File: config.mk
export PLATFORM = sky130hd
export DESIGN_NAME = tspfm_top
export DESIGN_NICKNAME = d
export VERILOG_FILES = /design/src/tspfm_pkg.sv /design/src/tspfm_pid_match.sv /design/src/tspfm_top.sv
export SDC_FILE = /design/constraint.sdc
export NUM_CORES = 1
export LEC_CHECK = 0
export BUFFER_PORTS_ARGS = -buffer_cell sky130_fd_sc_hd__buf_4
export CAP_MARGIN = 20
export CORE_AREA = 5 5 162 195
export CTS_BUF_LIST = sky130_fd_sc_hd__clkbuf_4 sky130_fd_sc_hd__clkbuf_8
export CTS_CLUSTER_DIAMETER = 60
export DETAILED_ROUTE_END_ITERATION = 7
export DIE_AREA = 0 0 167 200
export HOLD_SLACK_MARGIN = 0.05
export MAX_ROUTING_LAYER = met4
export PLACE_DENSITY = 0.95
export RECOVER_POWER = 50
export SLEW_MARGIN = 40
export SYNTH_ARGS = -nofsm -noshare
export SYNTH_HDL_FRONTEND = slang
export SYNTH_SLANG_ARGS = --single-unit
File: constraint.sdc
create_clock -name i_clk -period 10.7 [get_ports i_clk]
set_input_delay 1.07 -clock i_clk [delete_from_list [all_inputs] [get_ports i_clk]]
set_output_delay 1.07 -clock i_clk [all_outputs]
set_load 0.01 [all_outputs]
File: src/tspfm_pkg.sv
`default_nettype none
package tspfm_pkg;

    // register offsets (byte addresses)
    localparam logic [7:0] OFS_MAIN = 8'h00;
    localparam logic [7:0] OFS_FILT = 8'h04;
    localparam logic [7:0] OFS_STAT = 8'h08;
    localparam logic [7:0] OFS_MASK = 8'h0C;
    localparam logic [7:0] OFS_BPID = 8'h10;
    localparam logic [7:0] OFS_PMTP = 8'h14;
    localparam logic [7:0] OFS_BASE = 8'h18;
    localparam logic [7:0] OFS_ENT0 = 8'h20;

    // field positions
    localparam int BIT_RSM  = 0;
    localparam int IRQ_BND  = 0;
    localparam int IRQ_PAT  = 1;
    localparam int IRQ_PMT  = 2;
    localparam int IRQ_W    = 3;
    localparam int FILT_W   = 5;
    localparam int PID_W    = 13;
    localparam int IDX_W    = 3;
    localparam int NUM_FILT = 6;

    // reset values and fixed identifiers
    localparam logic [PID_W-1:0] PAT_PID  = 13'h0000;
    localparam logic [PID_W-1:0] PMTP_RST = 13'h1FFF;
    localparam logic [31:0]      WORD_RST = 32'h00000000;
    localparam logic [31:0]      ADDR_INC = 32'h00000004;

    typedef enum logic [2:0] {
        MODE_MANUAL = 3'h0,
        MODE_SEMI_A = 3'h1,
        MODE_SEMI_B = 3'h2,
        MODE_FULL   = 3'h3
    } tspfm_mode_t;

    // gray sequence idle -> pat -> pmt -> run
    typedef enum logic [1:0] {
        ST_IDLE = 2'b00,
        ST_PAT  = 2'b01,
        ST_PMT  = 2'b11,
        ST_RUN  = 2'b10
    } tspfm_state_t;

    typedef struct packed {
        logic       bsel;
        logic       fen;
        logic [2:0] mode;
    } tspfm_filt_t;

    typedef struct packed {
        logic             valid;
        logic [6:0]       rsv_hi;
        logic [7:0]       stype;
        logic [2:0]       rsv_lo;
        logic [PID_W-1:0] pid;
    } tspfm_ent_t;

    typedef struct packed {
        logic [PID_W-1:0] pid;
        logic             discontinuity_info_table;
        logic [PID_W-1:0] tbl_pid;
        logic [7:0]       tbl_type;
    } tspfm_pkt_t;

    typedef struct packed {
        logic [31:0] addr;
        logic [31:0] data;
    } tspfm_store_t;

endpackage
`default_nettype wire

File: src/tspfm_pid_match.sv
`timescale 1ns/100ps
`default_nettype none
module tspfm_pid_match (
    // one filter entry
    input  wire tspfm_pkg::tspfm_ent_t i_ent,
    // packet fields
    input  wire logic [12:0]           i_pid,
    input  wire logic [7:0]            i_stype,
    // compare results
    output logic                       o_pid_hit,
    output logic                       o_type_hit
);

    assign o_pid_hit  = i_ent.valid && (i_ent.pid == i_pid);
    assign o_type_hit = i_ent.valid && (i_ent.stype == i_stype);

endmodule
`default_nettype wire

File: src/tspfm_top.sv
// Chosen here: the register offsets and the plain strobed port.
`timescale 1ns/100ps
`default_nettype none
// Overview of operation
// - boundary select 0 uses discontinuity table packets
// - boundary select 1 uses programmed boundary PID
// - boundary select ignored unless filter enabled
// - filter enable needs receive stream mode set
// - filter disabled means bypass, all packets pass
// - interrupt mask writes leave filter control intact
// - mode codes 0-3 defined, 4-7 reserved
// - manual mode never decodes tables
// - mode A stores decoded PAT to memory
// - mode A interrupts on every new PAT
// - mode A stores PMT and interrupts
// - mode A boundary interrupts, returns to PAT
// - mode B parses once both enables set
// - mode B updates tables on PMT change
// - table entries matched and replaced by type
// - full mode decodes tables internally, then B
module tspfm_top #(
    parameter int NUM_FILT = tspfm_pkg::NUM_FILT
) (
    // clock and reset
    input  wire logic                   i_clk,
    input  wire logic                   i_reset,
    // register port
    input  wire logic [7:0]             i_addr,
    input  wire logic [31:0]            i_wdata,
    input  wire logic                   i_wr,
    input  wire logic                   i_rd,
    output logic      [31:0]            o_rdata,
    // incoming packet descriptors
    input  wire logic                   i_pkt_valid,
    input  wire tspfm_pkg::tspfm_pkt_t  i_pkt,
    // forwarded packets
    output logic                        o_pkt_valid,
    output logic      [12:0]            o_pkt_pid,
    // table store toward memory
    output logic                        o_store_valid,
    output tspfm_pkg::tspfm_store_t     o_store,
    // interrupt
    output logic                        o_irq
);

    logic                              rsm_reg;
    tspfm_pkg::tspfm_filt_t            filt_reg;
    logic [tspfm_pkg::IRQ_W-1:0]       stat_reg;
    logic [tspfm_pkg::IRQ_W-1:0]       mask_reg;
    logic [12:0]                       bpid_reg;
    logic [12:0]                       pmtp_reg;
    logic [31:0]                       base_reg;
    logic [31:0]                       off_reg;
    tspfm_pkg::tspfm_ent_t             ent_reg [NUM_FILT];
    tspfm_pkg::tspfm_state_t           state_reg;
    tspfm_pkg::tspfm_state_t           state_next;
    logic [tspfm_pkg::IRQ_W-1:0]       ev;
    logic [NUM_FILT-1:0]               pid_hit;
    logic [NUM_FILT-1:0]               type_hit;
    logic [7:0]                        ent_off;
    logic                              wr_ent;
    logic [tspfm_pkg::IDX_W-1:0]       wr_idx;
    logic [tspfm_pkg::IDX_W-1:0]       upd_idx;
    logic                              upd_ok;
    logic                              upd;
    tspfm_pkg::tspfm_ent_t             ent_wr;
    logic                              act;
    logic                              mode_a;
    logic                              mode_b;
    logic                              mode_f;
    logic                              decode;
    logic                              pat_hit;
    logic                              pmt_hit;
    logic                              bnd_hit;
    logic                              store_ev;
    logic [31:0]                       rdata_next;

    // filter logic only counts when the receiver is in stream mode
    assign act    = rsm_reg && filt_reg.fen;

    // reserved codes fall back to manual behaviour
    assign mode_a = filt_reg.mode == tspfm_pkg::MODE_SEMI_A;
    assign mode_b = filt_reg.mode == tspfm_pkg::MODE_SEMI_B;
    assign mode_f = filt_reg.mode == tspfm_pkg::MODE_FULL;
    assign decode = act && (mode_a || mode_b || mode_f);

    assign pat_hit = decode && i_pkt_valid
                     && i_pkt.pid == tspfm_pkg::PAT_PID;
    assign pmt_hit = decode && i_pkt_valid && i_pkt.pid == pmtp_reg;

    // select only meaningful while filtering is active
    always_comb begin
        bnd_hit = 1'b0;
        if (act && i_pkt_valid) begin
            if (filt_reg.bsel) begin
                bnd_hit = i_pkt.pid == bpid_reg;
            end else begin
                bnd_hit = i_pkt.discontinuity_info_table;
            end
        end
    end

    genvar g;
    generate
        for (g = 0; g < NUM_FILT; g++) begin : g_cmp
            tspfm_pid_match u_match (
                .i_ent      (ent_reg[g]),
                .i_pid      (i_pkt.pid),
                .i_stype    (i_pkt.tbl_type),
                .o_pid_hit  (pid_hit[g]),
                .o_type_hit (type_hit[g])
            );
        end
    endgenerate

    // a same type entry wins over a free slot
    always_comb begin
        upd_idx = '0;
        upd_ok  = 1'b0;
        for (int k = NUM_FILT - 1; k >= 0; k--) begin
            if (!ent_reg[k].valid) begin
                upd_idx = tspfm_pkg::IDX_W'(k);
                upd_ok  = 1'b1;
            end
        end
        for (int k = NUM_FILT - 1; k >= 0; k--) begin
            if (type_hit[k]) begin
                upd_idx = tspfm_pkg::IDX_W'(k);
                upd_ok  = 1'b1;
            end
        end
    end

    assign upd = pmt_hit && upd_ok
                 && ((state_reg == tspfm_pkg::ST_RUN
                      && (mode_b || mode_f))
                     || (state_reg == tspfm_pkg::ST_PMT
                         && mode_f));

    assign ent_off = i_addr - tspfm_pkg::OFS_ENT0;
    assign wr_ent  = i_addr >= tspfm_pkg::OFS_ENT0
                     && ent_off[1:0] == 2'h0
                     && 32'(ent_off[7:2]) < NUM_FILT;
    assign wr_idx  = ent_off[tspfm_pkg::IDX_W+1:2];

    always_comb begin
        ent_wr        = i_wdata;
        ent_wr.rsv_hi = '0;
        ent_wr.rsv_lo = '0;
    end

    // mode sequencer
    always_comb begin
        state_next = state_reg;
        if (!decode) begin
            state_next = tspfm_pkg::ST_IDLE;
        end else begin
            case (state_reg)
                tspfm_pkg::ST_IDLE: begin
                    if (mode_b) begin
                        state_next = tspfm_pkg::ST_RUN;
                    end else begin
                        state_next = tspfm_pkg::ST_PAT;
                    end
                end
                tspfm_pkg::ST_PAT: begin
                    if (pat_hit) begin
                        state_next = tspfm_pkg::ST_PMT;
                    end
                end
                tspfm_pkg::ST_PMT: begin
                    if (pmt_hit) begin
                        state_next = tspfm_pkg::ST_RUN;
                    end
                end
                tspfm_pkg::ST_RUN: begin
                    if (mode_a && bnd_hit) begin
                        state_next = tspfm_pkg::ST_PAT;
                    end
                end
                default: state_next = tspfm_pkg::ST_IDLE;
            endcase
        end
    end

    always_ff @(posedge i_clk) begin
        if (i_reset) begin
            state_reg <= tspfm_pkg::ST_IDLE;
        end else begin
            state_reg <= state_next;
        end
    end

    // control registers
    always_ff @(posedge i_clk) begin
        if (i_reset) begin
            rsm_reg  <= 1'b0;
            filt_reg <= '0;
            mask_reg <= '0;
            bpid_reg <= '0;
            base_reg <= tspfm_pkg::WORD_RST;
        end else if (i_wr) begin
            case (i_addr)
                tspfm_pkg::OFS_MAIN:
                    rsm_reg <= i_wdata[tspfm_pkg::BIT_RSM];
                tspfm_pkg::OFS_FILT:
                    filt_reg <= i_wdata[tspfm_pkg::FILT_W-1:0];
                // mask has its own word so filter control survives
                tspfm_pkg::OFS_MASK:
                    mask_reg <= i_wdata[tspfm_pkg::IRQ_W-1:0];
                tspfm_pkg::OFS_BPID:
                    bpid_reg <= i_wdata[12:0];
                tspfm_pkg::OFS_BASE:
                    base_reg <= i_wdata;
                default: ;
            endcase
        end
    end

    // program map PID: host in modes A and B, decoded PAT in full mode
    always_ff @(posedge i_clk) begin
        if (i_reset) begin
            pmtp_reg <= tspfm_pkg::PMTP_RST;
        end else if (mode_f && pat_hit) begin
            pmtp_reg <= i_pkt.tbl_pid;
        end else if (i_wr && i_addr == tspfm_pkg::OFS_PMTP) begin
            pmtp_reg <= i_wdata[12:0];
        end
    end

    // filter table; hardware update wins over a host write
    always_ff @(posedge i_clk) begin
        if (i_reset) begin
            for (int k = 0; k < NUM_FILT; k++) begin
                ent_reg[k] <= '0;
            end
        end else if (upd) begin
            ent_reg[upd_idx].valid <= 1'b1;
            ent_reg[upd_idx].stype <= i_pkt.tbl_type;
            ent_reg[upd_idx].pid   <= i_pkt.tbl_pid;
        end else if (i_wr && wr_ent) begin
            ent_reg[wr_idx] <= ent_wr;
        end
    end

    // table store to memory in mode A
    assign store_ev = mode_a && decode
                      && ((state_reg == tspfm_pkg::ST_PAT && pat_hit)
                          || (state_reg == tspfm_pkg::ST_PMT
                              && pmt_hit));

    always_ff @(posedge i_clk) begin
        if (i_reset) begin
            off_reg <= tspfm_pkg::WORD_RST;
        end else if (i_wr && i_addr == tspfm_pkg::OFS_BASE) begin
            off_reg <= tspfm_pkg::WORD_RST;
        end else if (store_ev) begin
            off_reg <= off_reg + tspfm_pkg::ADDR_INC;
        end
    end

    always_ff @(posedge i_clk) begin
        if (i_reset) begin
            o_store_valid <= 1'b0;
            o_store       <= '0;
        end else begin
            o_store_valid <= store_ev;
            if (store_ev) begin
                o_store.addr <= base_reg + off_reg;
                o_store.data <= {8'h00, i_pkt.tbl_type,
                                 3'h0, i_pkt.tbl_pid};
            end
        end
    end

    // interrupt events
    always_comb begin
        ev                     = '0;
        ev[tspfm_pkg::IRQ_BND] = bnd_hit;
        ev[tspfm_pkg::IRQ_PAT] = mode_a && pat_hit;
        ev[tspfm_pkg::IRQ_PMT] = mode_a && pmt_hit
            && state_reg == tspfm_pkg::ST_PMT;
    end

    // write one clears, a new event in the same cycle wins
    always_ff @(posedge i_clk) begin
        if (i_reset) begin
            stat_reg <= '0;
        end else if (i_wr && i_addr == tspfm_pkg::OFS_STAT) begin
            stat_reg <= (stat_reg & ~i_wdata[tspfm_pkg::IRQ_W-1:0])
                        | ev;
        end else begin
            stat_reg <= stat_reg | ev;
        end
    end

    assign o_irq = |(stat_reg & mask_reg);

    // packet forwarding; bypass lets everything through
    always_ff @(posedge i_clk) begin
        if (i_reset) begin
            o_pkt_valid <= 1'b0;
            o_pkt_pid   <= '0;
        end else begin
            o_pkt_valid <= i_pkt_valid
                           && (!act || |pid_hit);
            if (i_pkt_valid) begin
                o_pkt_pid <= i_pkt.pid;
            end
        end
    end

    // register read, data stand one cycle later
    always_comb begin
        rdata_next = '0;
        case (i_addr)
            tspfm_pkg::OFS_MAIN: rdata_next[0] = rsm_reg;
            tspfm_pkg::OFS_FILT:
                rdata_next[tspfm_pkg::FILT_W-1:0] = filt_reg;
            tspfm_pkg::OFS_STAT:
                rdata_next[tspfm_pkg::IRQ_W-1:0] = stat_reg;
            tspfm_pkg::OFS_MASK:
                rdata_next[tspfm_pkg::IRQ_W-1:0] = mask_reg;
            tspfm_pkg::OFS_BPID: rdata_next[12:0] = bpid_reg;
            tspfm_pkg::OFS_PMTP: rdata_next[12:0] = pmtp_reg;
            tspfm_pkg::OFS_BASE: rdata_next = base_reg;
            default: begin
                if (wr_ent) begin
                    rdata_next = ent_reg[wr_idx];
                end
            end
        endcase
    end

    always_ff @(posedge i_clk) begin
        if (i_reset) begin
            o_rdata <= '0;
        end else if (i_rd) begin
            o_rdata <= rdata_next;
        end else begin
            o_rdata <= '0;
        end
    end
endmodule
`default_nettype wire

**Word-level counts from Yosys, hierarchy flattened**

Memories as Yosys holds them, arrays and structs flattened.
Index checks and enable logic that the tools add are counted.

- Magnitude comparators: 2
- Bitwise gates (word level): 7
- Add/sub/neg operators: 3
- Reductions and logical operators: 66
- Equal/unequal tests: 29
- Mux-type cells: 55

Operators by type and width:

| kind | count |
|---|---|
| $eq 13x13->1 | 8 |
| $eq 8x8->1 | 6 |
| $mux 3 | 15 |
| $mux 22 | 2 |
| $reduce_or 22->1 | 2 |
| $logic_and 1x1->1 | 38 |
| $pmux 19 s2 | 1 |
| $add 32x3->32 const B | 1 |
| $add 32x32->32 | 1 |
| $mux 32 | 1 |
| $pmux 8 s4 | 1 |
| $mux 13 | 2 |
| $mux 1 | 25 |
| $eq 8x5->1 const B | 3 |
| $eq 8x4->1 const B | 2 |
| $pmux 2 s7 | 1 |
| $logic_not 13->1 | 1 |
| $reduce_or 6->1 | 2 |
| $pmux 2 s5 | 1 |
| $reduce_and 2->1 | 5 |
| $eq 8x3->1 const B | 1 |
| $ge 8x6->1 const B | 1 |
| $logic_not 8->1 | 1 |
| $mux 2 | 4 |
| other kinds (22) | 37 |

- Logic and storage cells: 180
- Memories: 1
- Flip-flop bits (word level): 204
- Bits of input ports: 80
- Output and inout bits: 112
- Bits in writable memories: 132

Memories:

| memory | depth | width | rd ports | clocked after memory_dff | write ports | line | source |
|---|---|---|---|---|---|---|---|
| ent_reg | 6 | 22 | 7 | 0 | 6 | tspfm_top.sv:54 | `tspfm_pkg::tspfm_ent_t ent_reg [NUM_FILT];` |

**Logic depth before layout (Yosys ltp)**

An unclocked memory read counts as a cell.

- Depth after elaboration: 21
- Gate-level depth with buffers: 12
- Gate-level depth less buffers: 12

**Modules after synthesis**

From an unflattened synthesis, not the netlist that was laid out.

- Cell total of the unflattened synthesis: 1,940
- Area total of the unflattened synthesis: 18,971.9 sq um

By module, submodules not included:

| module | cells each | area each (sq um) | times used | sequential area each (sq um) |
|---|---|---|---|---|
| tspfm_top | 1,760 | 17,538.1 | 1 | 9,328.9 |
| tspfm_pid_match | 30 | 239.0 | 6 | 0.0 |

**Worst setup path after synthesis**

No wires, ideal clock.

- Path type: input -> register
- Start point: input port i_pkt[34] (netlist bit)
- End point: memory ent_reg[5][0] (netlist bit) (enable)
- Stages: 10
- Arrival: 3.814 ns
- Library setup time: 0.401 ns
- Slack: 6.485 ns
- Data required time: 10.299 ns
- Path buffers: 2
- Cells stage by stage: buf_6 > xnor2_2 > nand2_1 > or4_4 > nor4_2 > o31ai_2 > and4_1 > buf_2 > o2bb2ai_1 > nor2_1

RTL lines:

| element | line | source |
|---|---|---|
| from (decl) | tspfm_top.sv:35 | `input wire tspfm_pkg::tspfm_pkt_t i_pkt,` |
| to (decl) | tspfm_top.sv:54 |  |

==> impl_metrics.json <==
{
  "antenna_found_initial": 2,
  "viasPerCell": 6.44,
  "hold_slack_ps": 451,
  "r2r_start": "filt_reg[3]",
  "cts_setup_buffers": 0,
  "syn_area_per_cell_um2": 9.96,
  "p_comb_share_pct": 7.4,
  "final_util_pct": 73.1,
  "initial_core_util_pct": 64.8,
  "internal-power_mw": 2.38,
  "syn_inst": 1914,
  "period_share_pct": 59.0,
  "violations": "capacitance limit, slew limit",
  "synthesis.area_um2": 19100,
  "synth-edff-count": 176,
  "core_region_area_um2": 29400,
  "synth_seq_cells": 378,
  "nets": 2220,
  "drtAntennaViolNets": 0,
  "critPathLaunch": "i_reset",
  "status": "complete, but fails checks",
  "fin_tns_setup_ps": 0,
  "clkTransAtPathRegs_ps": 60,
  "ctsHtreeMaxLevel": 2,
  "post_dp_cell_area_um2": 20600,
  "holdPathStages": 2,
  "dieHeight_um": 200,
  "period_minus_slack_ps": 6310,
  "wl_um": 61000,
  "slowest_stage": "clkbuf_1",
  "cpMostUsedCell": "clkbuf_1",
  "p_per_area_nw_per_um2": 145,
  "cts_hold_buf": 0,
  "ys.flop_type": "dfxtp_1",
  "grt_pass1_vias": 15880,
  "worst_setup_path_end_kind": "flip-flop",
  "critical-path-max-stage-delay_ps": 2590,
  "ctsResizeCount": 0,
  "largest_register_ffs": 176,
  "numPlacedInstances": 2430,
  "r2r_cells": 9,
  "crit_path_start_kind": "input port",
  "fill_cells": 2092,
  "ctsRootBufferMaster": "clkbuf_8",
  "p_leak_nw": 7.83,
  "grt_max_degree": 78,
  "drc": 0,
  "maxCapViolCount": 3,
  "num_rows": 69,
  "finalInstanceArea_um2": 21500,
  "cts_buffer_depth": 3,
  "wl_per_cell_um": 24.0,
  "critPathKind": "in -> reg",
  "yosysUniqueCellTypes": 81,
  "ios": 192,
  "hold_viol": 0,
  "drive_above_1_share_pct": 14.0,
  "yosysSeqAreaShare_pct": 48.9,
  "fin_worst_skew_ps": 24.2,
  "p_sw_share_pct": 23.7,
  "dieArea_um2": 33400,
  "grt_remaining_overflow": 0,
  "post-place-ws_ps": 4860,
  "path_max_fanout": 77,
  "synthArstFlopShare_pct": 0,
  "io_buffers": 180,
  "yosysTopAreaCell": "edfxtp_1",
  "max_freq_ghz": 0.158,
  "setup_viol": 0,
  "ir_worst_vdd_mv": 0.109,
  "chipWidth_um": 167,
  "finalWorstSetupSlack_ps": 4390,
  "hp-start": "o_store[17]",
  "seqPwrFrac_pct": 51.0,
  "cts_buffers": 56,
  "power.total_mw": 3.12,
  "synthToLayoutAreaGrowth_pct": 12.9,
  "grt_first_pass_wirelength_um": 91500,
  "path_cells": "clkbuf_1 > inv_1 > clkbuf_1 > nand2b_1 > o2bb2ai_1 > nand2_1 > nand2_2",
  "firstDrtPassIters": 8,
  "worstSkewPairLatency_ps": 640,
  "synth_top_cell_area_share_pct": 27.7,
  "slew-limit-headroom_pct": -151,
  "gr-usage-all-layers_pct": 36.5,
  "dr.first_iter.drc_count": 2151,
  "rsz0062_at_grt": "no",
  "yosysWarnings": 0,
  "gp_congestion": 1.05,
  "slew_viol_final": 168,
  "crit_arrival_ps": 6460,
  "final_cells": 2538,
  "clkPwrFrac_pct": 41.6,
  "synth_area_leaders": "edfxtp_1, dfxtp_1, nand2_1",
  "clock_sink_count": 378,
  "cts_tree": "done",
  "cp_data_required_time_ps": 10850,
  "hold_class": "reg -> reg",
  "post-dp-hpwl_um": 44200,
  "vias": 16339,
  "worstMarginPinSlew_ps": 3760,
  "power.switching_uw": 739
}
-- area by class of cell --
| type | instances | area [µm²] | area share, % |
|---|---|---|---|
| Timing Repair Buffer | 205 | 1130 | 5.24 |
| Clock inverter | 16 | 208 | 0.965 |
| Antenna cell | 2 | 5.00 | 0.0232 |
| Inverter | 56 | 210 | 0.976 |
| Clock buffer | 84 | 1030 | 4.79 |
| Multi-Input combinational cell | 1407 | 9140 | 42.4 |
| Tap cell | 390 | 488 | 2.27 |
| Sequential cell | 378 | 9330 | 43.3 |
-- layout by cell type (no fill, tap or decap), types with 20 or more instances in the layout --
master,count
clkbuf_8,64
xnor2_1,91
a22oi_1,24
buf_4,90
mux2i_1,45
nor3_1,26
xor2_1,100
nor4_1,22
conb_1,55
a21oi_1,164
nand3_1,41
dfxtp_1,202
nand4_1,25
nor2_1,211
clkbuf_4,20
clkbuf_1,104
nand2_1,291
mux4_2,45
ha_1,35
edfxtp_1,176
o21ai_0,33
inv_1,54
-- worst paths after layout --
kind / end / slack (ps)
setup / recovery: ent_reg[2][16] / 4390
hold / removal: o_store[17] / 450
setup reg to reg: ent_reg[2][10] / 5780
hold reg to reg: o_store[17] / 450
-- Yosys cell counts (4+ instances only) --
master,instances
nor3_2,6
mux2i_1,45
buf_6,6
a211oi_1,7
a31oi_1,7
o21ai_0,33
inv_1,54
a21oi_1,164
clkbuf_1,63
o21a_1,7
nor4_1,22
mux2_2,15
and2_1,13
xnor2_1,91
dfxtp_1,202
nor4b_1,4
nand2b_1,8
nor2b_1,6
nand4_1,25
edfxtp_1,176
buf_1,13
or4_1,4
and3_1,20
nand3_1,42
mux4_2,45
buf_4,21
nor3_1,28
a21o_1,7
a22oi_1,24
nand2_1,296
or3_1,9
ha_1,35
o21ai_1,4
nor2_1,213
buf_2,22
a222oi_1,5
o31ai_1,7
xor2_1,100
-- layer usage --
| layer | global-route usage [%] | routed length, µm | vias to the layer above |
|---|---|---|---|
| met5 | - | 0 | - |
| met4 | 22.6 | 4650 | 0 |
| met3 | 6.95 | 6720 | 339 |
| met2 | 59.4 | 29100 | 1243 |
| met1 | 42.1 | 20500 | 7731 |
| li1 | - | - | 7026 |
-- critical path, delay by kind of cell --
family                 cells  cell delay [ps]
buffers and inverters      3             3680
AOI/OAI and AO/OA          1              180
and+or+nand+nor            3             1470
-- power by group through the flow --
stage / clock network, mW / logic [mW] / registers [mW]
2_1_floorplan: 0 / 0.152 / 1.60
3_3_place_gp: 0 / 0.221 / 1.62
3_5_place_dp: 0 / 0.225 / 1.62
4_1_cts: 1.30 / 0.226 / 1.59
5_1_grt: 1.37 / 0.242 / 1.59
6_report: 1.30 / 0.231 / 1.59
-- kinds of logic after synthesis --
| family | Yosys count | synth area share, % |
|---|---|---|
| DFF | 378 | 48.9 |
| and+or+nand+nor | 717 | 17.0 |
| AOI/OAI and AO/OA | 300 | 9.45 |
| muxes | 105 | 8.56 |
| adders and majority gates | 36 | 2.40 |
| xor gates and xnor gates | 194 | 9.09 |
| other | 1 | 0.0197 |
| buffers and inverters | 183 | 4.54 |
(Power assumes the default switching activity.)
